===== src/rtl/mcu8_consts.vh =====
// Purpose: shared constants of the 8-bit instruction execute core
// Assumes: included by its bare name
// Notes: opcode values are the decoder-side encoding of this core
`ifndef MCU8_CONSTS_VH
`define MCU8_CONSTS_VH
// ----------------------------------------
// Opcodes
// ----------------------------------------
`define OP_AND_AR 6'h00
`define OP_OR_AR 6'h01
`define OP_XOR_AR 6'h02
`define OP_AND_IM 6'h03
`define OP_OR_IM 6'h04
`define OP_XOR_IM 6'h05
`define OP_ROT_R 6'h06
`define OP_ROT_L 6'h07
`define OP_BIT_SET 6'h08
`define OP_BIT_CLR 6'h09
`define OP_INC 6'h0A
`define OP_DEC 6'h0B
`define OP_COM 6'h0C
`define OP_TST_CLR 6'h0D
`define OP_TST_SET 6'h0E
`define OP_INC_SZ 6'h0F
`define OP_DEC_SZ 6'h10
`define OP_STORE_ACC 6'h11
`define OP_MOVE_REG 6'h12
`define OP_LOAD_IMM 6'h13
`define OP_SWAP 6'h14
`define OP_WR_CTL 6'h15
`define OP_RD_CTL 6'h16
`define OP_WR_AUX 6'h17
`define OP_RD_AUX 6'h18
`define OP_WR_T0 6'h19
`define OP_RD_T0 6'h1A
`define OP_TABLE 6'h1B
`define OP_ADD_AR 6'h1C
`define OP_SUB_AR 6'h1D
`define OP_ADC_AR 6'h1E
`define OP_SBC_AR 6'h1F
`define OP_ADD_IM 6'h20
`define OP_SUB_IM 6'h21
`define OP_ADC_IM 6'h22
`define OP_SBC_IM 6'h23
`define OP_DAA 6'h24
`define OP_CMP 6'h25
`define OP_CLR_ACC 6'h26
`define OP_CLR_REG 6'h27
`define OP_NOP 6'h28
`define OP_SLEEP 6'h29
`define OP_WDT_CLR 6'h2A
`define OP_INT_ON 6'h2B
`define OP_INT_OFF 6'h2C
`define OP_SW_INT 6'h2D
`define OP_RET 6'h2E
`define OP_RET_IRQ 6'h2F
`define OP_RET_LIT 6'h30
`define OP_CALL_ACC 6'h31
`define OP_GOTO_ACC 6'h32
`define OP_LONG_CALL 6'h33
`define OP_LONG_BRANCH 6'h34
// ----------------------------------------
// Register port map and fields
// ----------------------------------------
`define ADDR_STATUS 4'h0
`define ADDR_ACC 4'h1
`define ADDR_TBL_HIGH 4'h2
`define ADDR_CTRL 4'h3
`define ADDR_TBL_PTR 4'h4
`define ADDR_PC_HIGH 4'h5
`define CTRL_RUN_BIT 0
`define CTRL_RESET 8'h01
`define ST_C 0
`define ST_DC 1
`define ST_Z 2
`define ST_PD_N 3
`define ST_TO_N 4
`define ST_INT_EN 5
`define ST_HALT 6
// ----------------------------------------
// Pages, vectors, arithmetic constants
// ----------------------------------------
`define CTL_PAGE_LO 4'h5
`define AUX_PAGE_HI 5'h15
`define AUX_PAGE_SIZE 22
`define RESET_VECTOR 16'h0000
`define WAKE_VECTOR 16'h0008
`define BCD_DIGIT_MAX 4'h9
`define BCD_FIX 4'h6
`define EXTRA_CYC2 2'h1
`define EXTRA_CYC3 2'h2
`endif


===== src/rtl/mcu8_instruction_execute.v =====
// Purpose: execute stage of a small 8-bit accumulator core
// Assumes: decoded instruction fields arrive on ports; program memory reads combinationally
// Notes: register page, control page, aux page and stack are flip-flop arrays
// Operation
// RULE1 - Fixed 55-instruction set, mostly single cycle; the opcode map here defines 53 (0x00-0x34)
// RULE2 - Destination select 0 writes accumulator
// RULE3 - Destination select 1 writes register back
// RULE4 - Carry set on add carry, no borrow
// RULE5 - Carry cleared on no carry, borrow
// RULE6 - Register subtract adds complemented accumulator
// RULE7 - Immediate subtract always writes accumulator
// RULE8 - Bit test skips, no flags changed
// RULE9 - Increment/decrement skip on zero, flags kept
// RULE10 - Decimal adjust touches only carry
// RULE11 - Halt enters halt, clears powerdown flag
// RULE12 - Timeout flag set by reset, clear, halt
// RULE13 - Watchdog timeout clears timeout flag
// RULE14 - Powerdown flag set by reset, watchdog clear
// RULE15 - Interrupt return pops, enables interrupts, two cycles
// RULE16 - Plain return pops, two cycles, no flags
// RULE17 - Literal return loads accumulator, two cycles
// RULE18 - Computed branch/call use accumulator plus buffer
// RULE19 - Table read stores high byte, two cycles
// RULE20 - Register page 0x0-0x7F, bit 0-7
// RULE21 - Control page only 0x5-0xF, no flags
// RULE22 - Aux page 0x0-0x15, no flags
// RULE23 - Wake with interrupts on vectors to 0x008
// RULE24 - Skipped instruction executes as no-operation
// RULE25 - Logic ops set zero only
//
// Implementation choices: the plain strobed port and the placing of the registers.
`timescale 1ns/1ps
`include "mcu8_consts.vh"
module mcu8_instruction_execute #(
	parameter PC_WIDTH = 11,
	parameter ROM_WIDTH = 14,
	parameter STACK_DEPTH = 8
) (
	input wire clk,
	input wire reset,
	input wire instrValid,
	input wire [5:0] instrOp,
	input wire [6:0] instrReg,
	input wire [2:0] instrBit,
	input wire instrDest,
	input wire [7:0] instrImm,
	input wire [PC_WIDTH-1:0] instrAddr,
	input wire [ROM_WIDTH-1:0] romData,
	input wire wdtTimeout,
	input wire wakePin,
	input wire [3:0] busAddr,
	input wire [7:0] busWrData,
	input wire busWr,
	input wire busRd,
	output reg [7:0] busRdData_q,
	output reg instrReady_q,
	output reg [PC_WIDTH-1:0] pc_q,
	output reg [PC_WIDTH-1:0] romAddr_q,
	output reg romRd_q,
	output reg haltMode_q,
	output reg wdtClear_q,
	output reg intEnable_q
);
	localparam SP_W = $clog2(STACK_DEPTH);
	localparam [15:0] resetVector = `RESET_VECTOR;
	localparam [15:0] wakeVector = `WAKE_VECTOR;

	reg [7:0] regFile [0:127];
	reg [7:0] ctlPage [0:15];
	reg [7:0] auxPage [0:`AUX_PAGE_SIZE-1];
	reg [PC_WIDTH-1:0] stack [0:STACK_DEPTH-1];
	reg [7:0] timer0Mode;
	reg [7:0] accumulator_q;
	reg carryFlag_q;
	reg digitCarry_q;
	reg zeroFlag_q;
	reg timeoutFlagN_q;
	reg powerdownFlagN_q;
	reg skip_q;
	reg [1:0] busyCnt_q;
	reg tablePending_q;
	reg [SP_W-1:0] sp_q;
	reg [7:0] ctrl_q;
	reg [7:0] tblPtr_q;
	reg [7:0] pcHighBuf_q;
	reg [7:0] tableHigh_q;
	reg wakeS1_q;
	reg wakeS2_q;
	reg wakeS3_q;
	reg wakeLevel_q;

	// ----------------------------------------
	// Operand and ALU
	// ----------------------------------------
	reg [7:0] regVal;
	reg [7:0] addA;
	reg [7:0] addB;
	reg addCin;
	reg [4:0] lowSum;
	reg [8:0] fullSum;
	reg [7:0] bitMask;
	reg [7:0] daaAdj;
	reg [8:0] daaSum;
	reg daaHigh;
	reg [7:0] res;
	reg wrReg;
	reg wrAcc;
	reg updZ;
	reg updC;
	reg updDc;
	reg newC;
	reg skipHit;
	reg ctlOk;
	reg auxOk;
	wire runEnable = ctrl_q[`CTRL_RUN_BIT];
	wire instrTaken = instrValid & instrReady_q & ~haltMode_q;
	wire exec = instrTaken & ~skip_q;
	wire [PC_WIDTH-1:0] pcPlus = pc_q + {{(PC_WIDTH-1){1'b0}}, 1'b1};
	wire [PC_WIDTH-1:0] accTarget = {pcHighBuf_q[PC_WIDTH-9:0], accumulator_q};
	wire isCall = (instrOp == `OP_CALL_ACC) | (instrOp == `OP_LONG_CALL) | (instrOp == `OP_SW_INT);
	wire wakeVec = haltMode_q & (wakeLevel_q | wdtTimeout) & intEnable_q;
	wire pushEn = (exec & isCall) | wakeVec;
	wire [PC_WIDTH-1:0] pushData = wakeVec ? pc_q : pcPlus;

	always @*
	begin
		regVal = regFile[instrReg];
		// RULE6 carry forms add carry, plain subtracts and compare add one, plain adds add zero
		addA = (instrOp >= `OP_ADD_IM && instrOp <= `OP_SBC_IM) ? instrImm : regVal;
		addB = (instrOp == `OP_SUB_AR || instrOp == `OP_SBC_AR || instrOp == `OP_SUB_IM ||
			instrOp == `OP_SBC_IM || instrOp == `OP_CMP) ? ~accumulator_q : accumulator_q;
		if (instrOp == `OP_ADC_AR || instrOp == `OP_SBC_AR || instrOp == `OP_ADC_IM ||
			instrOp == `OP_SBC_IM)
			addCin = carryFlag_q;
		else
			addCin = (instrOp == `OP_SUB_AR || instrOp == `OP_SUB_IM || instrOp == `OP_CMP);
		lowSum = {1'b0, addA[3:0]} + {1'b0, addB[3:0]} + {4'h0, addCin};
		fullSum = {1'b0, addA} + {1'b0, addB} + {8'h00, addCin};
		// RULE20 bit operand picks one of eight bits
		bitMask = 8'h01 << instrBit;
		daaHigh = carryFlag_q | (accumulator_q[7:4] > `BCD_DIGIT_MAX) |
			((accumulator_q[7:4] == `BCD_DIGIT_MAX) & (accumulator_q[3:0] > `BCD_DIGIT_MAX));
		daaAdj[3:0] = (digitCarry_q | (accumulator_q[3:0] > `BCD_DIGIT_MAX)) ? `BCD_FIX : 4'h0;
		daaAdj[7:4] = daaHigh ? `BCD_FIX : 4'h0;
		daaSum = {1'b0, accumulator_q} + {1'b0, daaAdj};
		ctlOk = (instrReg[3:0] >= `CTL_PAGE_LO) & (instrReg[6:4] == 3'h0);
		auxOk = (instrReg[4:0] <= `AUX_PAGE_HI) & (instrReg[6:5] == 2'h0);
		res = 8'h00;
		wrReg = 1'b0;
		wrAcc = 1'b0;
		updZ = 1'b0;
		updC = 1'b0;
		updDc = 1'b0;
		newC = fullSum[8];
		skipHit = 1'b0;
		case (instrOp)
			// RULE25 logic ops move only zero
			`OP_AND_AR, `OP_AND_IM: res = accumulator_q & ((instrOp == `OP_AND_IM) ? instrImm : regVal);
			`OP_OR_AR, `OP_OR_IM: res = accumulator_q | ((instrOp == `OP_OR_IM) ? instrImm : regVal);
			`OP_XOR_AR, `OP_XOR_IM: res = accumulator_q ^ ((instrOp == `OP_XOR_IM) ? instrImm : regVal);
			`OP_ROT_R:
			begin
				res = {carryFlag_q, regVal[7:1]};
				newC = regVal[0];
			end
			`OP_ROT_L:
			begin
				res = {regVal[6:0], carryFlag_q};
				newC = regVal[7];
			end
			`OP_BIT_SET: res = regVal | bitMask;
			`OP_BIT_CLR: res = regVal & ~bitMask;
			`OP_INC, `OP_INC_SZ: res = regVal + 8'h01;
			`OP_DEC, `OP_DEC_SZ: res = regVal - 8'h01;
			`OP_COM: res = ~regVal;
			`OP_STORE_ACC, `OP_WR_CTL, `OP_WR_AUX, `OP_WR_T0: res = accumulator_q;
			`OP_MOVE_REG: res = regVal;
			`OP_LOAD_IMM, `OP_RET_LIT: res = instrImm;
			`OP_SWAP: res = {regVal[3:0], regVal[7:4]};
			// RULE21 control page reads outside 0x5-0xF give zero
			`OP_RD_CTL: res = ctlOk ? ctlPage[instrReg[3:0]] : 8'h00;
			// RULE22 aux page reads outside 0x0-0x15 give zero
			`OP_RD_AUX: res = auxOk ? auxPage[instrReg[4:0]] : 8'h00;
			`OP_RD_T0: res = timer0Mode;
			`OP_DAA:
			begin
				res = daaSum[7:0];
				newC = daaHigh | daaSum[8];
			end
			default: res = fullSum[7:0];
		endcase
		case (instrOp)
			// RULE2 select 0 goes to the accumulator
			// RULE3 select 1 goes back to the register
			`OP_AND_AR, `OP_OR_AR, `OP_XOR_AR, `OP_INC, `OP_DEC, `OP_COM, `OP_MOVE_REG:
			begin
				wrReg = instrDest;
				wrAcc = ~instrDest;
				updZ = 1'b1;
			end
			`OP_AND_IM, `OP_OR_IM, `OP_XOR_IM:
			begin
				wrAcc = 1'b1;
				updZ = 1'b1;
			end
			`OP_ROT_R, `OP_ROT_L:
			begin
				wrReg = instrDest;
				wrAcc = ~instrDest;
				updC = 1'b1;
			end
			`OP_SWAP:
			begin
				wrReg = instrDest;
				wrAcc = ~instrDest;
			end
			`OP_BIT_SET, `OP_BIT_CLR, `OP_STORE_ACC: wrReg = 1'b1;
			// RULE8 test skips without touching flags
			`OP_TST_CLR: skipHit = ~|(regVal & bitMask);
			`OP_TST_SET: skipHit = |(regVal & bitMask);
			// RULE9 skip on zero result, flags kept
			`OP_INC_SZ, `OP_DEC_SZ:
			begin
				wrReg = instrDest;
				wrAcc = ~instrDest;
				skipHit = (res == 8'h00);
			end
			`OP_LOAD_IMM, `OP_RD_CTL, `OP_RD_AUX, `OP_RD_T0, `OP_RET_LIT: wrAcc = 1'b1;
			// RULE4 carry out or no borrow sets carry
			// RULE5 no carry or borrow clears carry
			`OP_ADD_AR, `OP_SUB_AR, `OP_ADC_AR, `OP_SBC_AR:
			begin
				wrReg = instrDest;
				wrAcc = ~instrDest;
				updZ = 1'b1;
				updC = 1'b1;
				updDc = 1'b1;
			end
			// RULE7 immediate forms always land in the accumulator
			`OP_ADD_IM, `OP_SUB_IM, `OP_ADC_IM, `OP_SBC_IM:
			begin
				wrAcc = 1'b1;
				updZ = 1'b1;
				updC = 1'b1;
				updDc = 1'b1;
			end
			// RULE10 only carry follows the adjustment
			`OP_DAA:
			begin
				wrAcc = 1'b1;
				updC = 1'b1;
			end
			`OP_CMP:
			begin
				updZ = 1'b1;
				updC = 1'b1;
			end
			`OP_CLR_ACC:
			begin
				res = 8'h00;
				wrAcc = 1'b1;
				updZ = 1'b1;
			end
			`OP_CLR_REG:
			begin
				res = 8'h00;
				wrReg = 1'b1;
				updZ = 1'b1;
			end
			default: wrReg = 1'b0;
		endcase
	end

	// ----------------------------------------
	// Storage arrays
	// ----------------------------------------
	// Data storage has no reset, so its content is undefined after power-up
	always @(posedge clk)
	begin
		// RULE20 register page index is seven bits wide
		if (exec && wrReg)
			regFile[instrReg] <= res;
		// RULE21 writes outside the control page are dropped
		if (exec && instrOp == `OP_WR_CTL && ctlOk)
			ctlPage[instrReg[3:0]] <= res;
		// RULE22 aux page writes in one cycle
		if (exec && instrOp == `OP_WR_AUX && auxOk)
			auxPage[instrReg[4:0]] <= res;
		if (exec && instrOp == `OP_WR_T0)
			timer0Mode <= res;
		if (pushEn)
			stack[sp_q] <= pushData;
	end

	// ----------------------------------------
	// Wake pin synchroniser
	// ----------------------------------------
	always @(posedge clk or posedge reset)
	begin
		if (reset)
		begin
			wakeS1_q <= 1'b0;
			wakeS2_q <= 1'b0;
			wakeS3_q <= 1'b0;
			wakeLevel_q <= 1'b0;
		end
		else
		begin
			wakeS1_q <= wakePin;
			wakeS2_q <= wakeS1_q;
			wakeS3_q <= wakeS2_q;
			if (wakeS2_q == wakeS3_q)
				wakeLevel_q <= wakeS3_q;
		end
	end

	// ----------------------------------------
	// Sequencer, flags and register port
	// ----------------------------------------
	always @(posedge clk or posedge reset)
	begin
		if (reset)
		begin
			busRdData_q <= 8'h00;
			instrReady_q <= 1'b0;
			pc_q <= resetVector[PC_WIDTH-1:0];
			romAddr_q <= resetVector[PC_WIDTH-1:0];
			romRd_q <= 1'b0;
			haltMode_q <= 1'b0;
			wdtClear_q <= 1'b0;
			intEnable_q <= 1'b0;
			accumulator_q <= 8'h00;
			carryFlag_q <= 1'b0;
			digitCarry_q <= 1'b0;
			zeroFlag_q <= 1'b0;
			// RULE12 timeout flag reads one after power-up
			timeoutFlagN_q <= 1'b1;
			// RULE14 powerdown flag reads one after power-up
			powerdownFlagN_q <= 1'b1;
			skip_q <= 1'b0;
			busyCnt_q <= 2'h0;
			tablePending_q <= 1'b0;
			sp_q <= {SP_W{1'b0}};
			ctrl_q <= `CTRL_RESET;
			tblPtr_q <= 8'h00;
			pcHighBuf_q <= 8'h00;
			tableHigh_q <= 8'h00;
		end
		else
		begin
			wdtClear_q <= 1'b0;
			romRd_q <= 1'b0;
			instrReady_q <= runEnable;
			busRdData_q <= 8'h00;
			if (busRd)
			begin
				case (busAddr)
					`ADDR_STATUS: busRdData_q <= {1'b0, haltMode_q, intEnable_q, timeoutFlagN_q,
						powerdownFlagN_q, zeroFlag_q, digitCarry_q, carryFlag_q};
					`ADDR_ACC: busRdData_q <= accumulator_q;
					`ADDR_TBL_HIGH: busRdData_q <= tableHigh_q;
					`ADDR_CTRL: busRdData_q <= ctrl_q;
					`ADDR_TBL_PTR: busRdData_q <= tblPtr_q;
					`ADDR_PC_HIGH: busRdData_q <= pcHighBuf_q;
					default: busRdData_q <= 8'h00;
				endcase
			end
			if (busWr && busAddr == `ADDR_CTRL)
				ctrl_q <= busWrData;
			if (busWr && busAddr == `ADDR_TBL_PTR)
				tblPtr_q <= busWrData;
			if (busWr && busAddr == `ADDR_PC_HIGH)
				pcHighBuf_q <= busWrData;
			if (haltMode_q)
			begin
				if (wakeLevel_q || wdtTimeout)
				begin
					haltMode_q <= 1'b0;
					// RULE23 wake with interrupts on enters the service vector
					if (intEnable_q)
					begin
						sp_q <= sp_q + {{(SP_W-1){1'b0}}, 1'b1};
						pc_q <= wakeVector[PC_WIDTH-1:0];
						intEnable_q <= 1'b0;
					end
				end
				else
					instrReady_q <= 1'b0;
			end
			else if (busyCnt_q != 2'h0)
			begin
				busyCnt_q <= busyCnt_q - 2'h1;
				if (busyCnt_q != `EXTRA_CYC2)
					instrReady_q <= 1'b0;
				// RULE19 high byte held, low byte to accumulator
				if (busyCnt_q == `EXTRA_CYC2 && tablePending_q)
				begin
					tablePending_q <= 1'b0;
					tableHigh_q <= {{(16-ROM_WIDTH){1'b0}}, romData[ROM_WIDTH-1:8]};
					accumulator_q <= romData[7:0];
				end
			end
			else if (instrTaken)
			begin
				pc_q <= pcPlus;
				// RULE24 the skipped instruction only spends its cycle
				if (skip_q)
					skip_q <= 1'b0;
				else
				begin
					skip_q <= skipHit;
					if (wrAcc)
						accumulator_q <= res;
					if (updZ)
						zeroFlag_q <= (res == 8'h00);
					if (updC)
						carryFlag_q <= newC;
					if (updDc)
						digitCarry_q <= lowSum[4];
					// RULE1 one cycle unless an extra count is loaded
					case (instrOp)
						`OP_TABLE:
						begin
							romAddr_q <= {tblPtr_q[PC_WIDTH-9:0], accumulator_q};
							romRd_q <= 1'b1;
							tablePending_q <= 1'b1;
							busyCnt_q <= `EXTRA_CYC2;
							instrReady_q <= 1'b0;
						end
						// RULE11 halt clears powerdown flag
						`OP_SLEEP:
						begin
							haltMode_q <= 1'b1;
							powerdownFlagN_q <= 1'b0;
							timeoutFlagN_q <= 1'b1;
							wdtClear_q <= 1'b1;
							instrReady_q <= 1'b0;
						end
						// RULE14 watchdog clear restores powerdown flag
						`OP_WDT_CLR:
						begin
							powerdownFlagN_q <= 1'b1;
							timeoutFlagN_q <= 1'b1;
							wdtClear_q <= 1'b1;
						end
						`OP_INT_ON: intEnable_q <= 1'b1;
						`OP_INT_OFF: intEnable_q <= 1'b0;
						`OP_SW_INT:
						begin
							sp_q <= sp_q + {{(SP_W-1){1'b0}}, 1'b1};
							pc_q <= wakeVector[PC_WIDTH-1:0];
							intEnable_q <= 1'b0;
							busyCnt_q <= `EXTRA_CYC3;
							instrReady_q <= 1'b0;
						end
						// RULE15 return and re-enable interrupts
						// RULE16 plain return pops only
						// RULE17 literal lands through the accumulator path
						`OP_RET, `OP_RET_IRQ, `OP_RET_LIT:
						begin
							sp_q <= sp_q - {{(SP_W-1){1'b0}}, 1'b1};
							pc_q <= stack[sp_q - {{(SP_W-1){1'b0}}, 1'b1}];
							if (instrOp == `OP_RET_IRQ)
								intEnable_q <= 1'b1;
							busyCnt_q <= `EXTRA_CYC2;
							instrReady_q <= 1'b0;
						end
						// RULE18 computed forms target buffer high plus accumulator low, long forms the address field
						`OP_CALL_ACC, `OP_GOTO_ACC, `OP_LONG_CALL, `OP_LONG_BRANCH:
						begin
							if (instrOp == `OP_CALL_ACC || instrOp == `OP_LONG_CALL)
								sp_q <= sp_q + {{(SP_W-1){1'b0}}, 1'b1};
							if (instrOp == `OP_CALL_ACC || instrOp == `OP_GOTO_ACC)
								pc_q <= accTarget;
							else
								pc_q <= instrAddr;
							busyCnt_q <= `EXTRA_CYC2;
							instrReady_q <= 1'b0;
						end
						default: busyCnt_q <= 2'h0;
					endcase
				end
			end
			// RULE13 a watchdog timeout wins over a same-cycle set
			if (wdtTimeout)
				timeoutFlagN_q <= 1'b0;
		end
	end
endmodule


===== config.mk =====
export PLATFORM = sky130hd
export DESIGN_NAME = mcu8_instruction_execute
export DESIGN_NICKNAME = d
export VERILOG_FILES = /design/src/rtl/mcu8_instruction_execute.v
export VERILOG_INCLUDE_DIRS = /design/src /design/src/rtl
export SDC_FILE = /design/constraint.sdc
export NUM_CORES = 2
export LEC_CHECK = 0
export ABC_CLOCK_PERIOD_IN_PS = 29700
export BUFFER_PORTS_ARGS = -buffer_cell sky130_fd_sc_hd__buf_2
export CAP_MARGIN = 20
export CORE_MARGIN = 3
export CORE_UTILIZATION = 45
export CTS_BUF_LIST = sky130_fd_sc_hd__clkbuf_8
export DETAILED_ROUTE_END_ITERATION = 8
export PLACE_DENSITY = 0.57
export SYNTH_ARGS = -nofsm -noshare
export SYNTH_HDL_FRONTEND = slang
export SYNTH_SLANG_ARGS = --single-unit

===== constraint.sdc =====
create_clock -name clk -period 29.7 [get_ports clk]
set_clock_uncertainty 0.15 [all_clocks]
set_input_delay 2.97 -clock clk [delete_from_list [all_inputs] [get_ports clk]]
set_output_delay 2.97 -clock clk [all_outputs]
set_load 0.02 [all_outputs]

==> flow_summary.yaml <==
placed_design:
  place_inst: 5354
  numPortBuffers: 103
  hpwl_mm: 109
  globalplace.congestion: 0.939
min_path:
  hp-class: "reg2reg"
  min_path_cells: 0
  hp-start: "wakeS1_q$_DFF_PP0_"
  holdPathEnd: "wakeS2_q$_DFF_PP0_"
setup_path:
  cp_data_required_time_ns: 30.13
  r2r_end: "regFile[79][4]$_DFFE_PP_"
  cpMostUsedCell: "buf_4"
  crit_fanout: 99
  critPathCaptureType: "flip-flop"
  cp.arrival_ns: 11.11
  reg2reg_from: "regFile[83][0]$_DFFE_PP_"
  startpoint_type: "primary input"
  crit_chain: "buf_8 -> buf_12 -> buf_4 -> buf_4 -> mux2i_1 -> a22oi_1 -> nand3_1 -> a41o_1 -> nand4_1 -> ha_1 -> a21oi_1 -> nor3b_1 -> nor2_1 -> a211oi_1 -> o21ai_0 -> xnor2_1 -> a21oi_1 -> nor2_4 -> buf_4 -> buf_4"
  worstSetupStartpoint: "instrReg[1]"
  reg2regPathDepth: 16
  cpMaxStageDelayCell: "buf_4"
  ff2ff_setup_slack_ns: 22.78
  slowest_delay_ns: 0.84
  path_class: "in2reg"
global_routing:
  overflow: 0
  grt_antenna_before_repair: 4
  grt_pass1_wl_mm: 255
  grt_pass1_vias: 35066
  grtUsageTotal_pct: 24.8
  grt_start_max_net_pins: 105
drt:
  drc: 0
  num_vias: 35450
  wl_per_cell_um: 30.4
  vias_per_cell: 6.11
  drtPass1Iterations: 6
  final_antenna_net_count: 0
  routed_wl_mm: 177
  first_iter_violations: 3749
synthesis:
  syn_avg_cell_area_um2: 17.3
  syn_inst: 3587
  synth_cell_types: 97
  synth-main-ff-cell: "edfxtp_1"
  async_flop_share_pct: 6.01
  netlist_area_um2: 62200
  synth_area_leaders: "edfxtp_1 (67%), mux4_2 (9.4%), dfrtp_1 (3.5%)"
  synthDominantCellAreaShare_pct: 67.2
  ys_ff_latch: 1481
  synth_edf_count: 1392
  yosys_warnings: 0
  ys_seq_area_share_pct: 70.8
  synth_top_area_cell: "edfxtp_1"
floorplanning:
  rows: 135
  start_util_pct: 45.6
  die_h_um: 378
  die_x_um: 378
  coreArea_um2: 136000
  ioPinCount: 104
  dieArea_um2: 143000
clock_network:
  tritoncts: "yes"
  cts-buffers-inserted: 236
  htreeDepth: 4
  cts_resized: 0
  cts_hold_buffers: 0
  clk_latency_ns: 0.97
  post-cts-setup-buffer-count: 0
  cts_sinks: 1481
  clock_path_buffers: 3
  clk_pin_slew_ns: 0.07
  cts-root-buf: "clkbuf_8"
layout:
  syn2layout_area_growth_pct: 11.3
  n_fill_cell: 11352
  final_common_cell: "edfxtp_1"
  layout_common_cells: "edfxtp_1 (1392), nor2_1 (268), mux4_2 (260)"
  nets: 3910
  final_cells: 5804
  drive_gt1_share_pct: 22.4
pwr:
  p_sw_mw: 1.56
  peakVddDrop_mv: 0.0595
  swShare_pct: 29.3
  clkPwrFrac_pct: 31.9
  pwr-share-seq_pct: 51.2
  p_int_mw: 3.76
  power_frac_comb_pct: 17.0
  p_leak_nw: 23.0
  powerDensity_nw_per_um2: 76.8
sta:
  fmax_mhz: 93.6
  tightest_slew_ns: 1.24
  hold_viol: 0
  setup_violations: 0
  relSlewSlack_pct: 17.3
  finalSetupTns_ns: 0
  rsz0062_at_grt: "false"
  finalCritPeriodShare_pct: 36.0
  final-max-slew-violation-count: 0
  post-route-min-period_ns: 10.68
run:
  cap_violations: 0
outcome:
  outcome: "complete, no violations"
## cells in the mapped netlist (16+ instances only)
master / n
buf_4: 24
dfrtp_1: 86
nor2_1: 270
mux2_2: 64
o211ai_1: 18
edfxtp_1: 1392
nand4_1: 25
nor2b_1: 23
nand2b_1: 21
buf_2: 33
nand3_1: 57
o22ai_1: 30
inv_1: 40
buf_1: 19
nor3_1: 52
ha_1: 20
a211oi_1: 27
a22oi_1: 67
clkbuf_1: 99
buf_6: 31
nand2_1: 186
a21oi_1: 96
mux4_2: 260
o21ai_0: 79
xnor2_1: 32
o221ai_1: 26
mux2i_1: 212
mux4_1: 16
## flip-flops by register name, summed over array words and instances, names as in the netlist, 3 cells and up
signal / flops
tblPtr_q: 8
sp_q: 3
ctrl_q: 8
pcHighBuf_q: 8
regFile: 1024
stack: 88
pc_q: 11
romAddr_q: 11
accumulator_q: 8
ctlPage: 96
busRdData_q: 8
auxPage: 176
timer0Mode: 8
tableHigh_q: 6
## logic make-up after synthesis
family / Yosys count / synth area share [%]
flops: 1481 / 70.8
buf+inv: 253 / 2.22
xor+xnor: 41 / 0.577
other cells: 1 / 0.00603
simple gates: 729 / 5.49
mux: 553 / 14.7
compound gates: 504 / 5.68
fa+ha+maj: 25 / 0.547
## power groups by stage
stage	Sequential (mW)	Clock [mW]	Combinational, mW
5_1_grt	2.72	1.82	0.974
2_1_floorplan	2.79	0	0.530
4_1_cts	2.72	1.73	0.907
3_5_place_dp	2.76	0	0.906
6_report	2.72	1.69	0.904
3_3_place_gp	2.76	0	0.891
## final cells by class
class | instances | area, µm² | area share [%]
Clock inverter | 196 | 1240 | 1.80
Inverter | 42 | 170 | 0.246
Clock buffer | 241 | 3320 | 4.79
Timing Repair Buffer | 196 | 1290 | 1.87
Antenna cell | 7 | 17.5 | 0.0253
Tap cell | 1781 | 2230 | 3.22
Multi-Input combinational cell | 1860 | 16900 | 24.5
Sequential cell | 1481 | 44000 | 63.6
## metal layers
layer / GRT usage, % / share of wire, % / up-vias
met5: 0.309 / 0.0074 / -
met4: 9.11 / 3.6 / 2
met3: 4.92 / 7.7 / 345
met2: 38.6 / 47 / 1714
met1: 34.6 / 42 / 18390
li1: - / - / 14999
## how the worst max path moves through the flow
stage / endpoint / slack (ns)
6_report: regFile[80][7]$_DFFE_PP_ / 19.02
5_1_grt: regFile[80][7]$_DFFE_PP_ / 18.50
4_1_cts: regFile[3][7]$_DFFE_PP_ / 19.20
3_5_place_dp: regFile[113][7]$_DFFE_PP_ / 18.18
3_3_place_gp: regFile[113][7]$_DFFE_PP_ / 18.30
2_1_floorplan: auxPage[0][6]$_DFFE_PP_ / 15.28
## worst max-delay path: cells and delay by family
family / cells / cell delay [ns]
buffers and inverters: 6 / 3.98
AND/OR/NAND/NOR: 5 / 1.29
AO/OA/AOI/OAI: 6 / 1.11
adder cells (fa/ha/maj): 1 / 0.61
multiplexers: 1 / 0.30
XOR/XNOR: 1 / 0.20
## through the flow
step                      setup slack, ns  instance area (µm²)  total power [mW]  hold slack [ns]  util (%)
final                               19.02                69200              5.32            0.203      50.8
after global routing                18.50                69200              5.52            0.199      50.8
after CTS                           19.20                69200              5.36            0.202      50.7
after detailed placement            18.18                64600              3.67            0.186      47.4
after global placement              18.30                64600              3.65            0.185      47.4
after floorplan                     15.28                62200              3.33            0.181         -
Note: power is estimated with default switching activity, not from simulation.
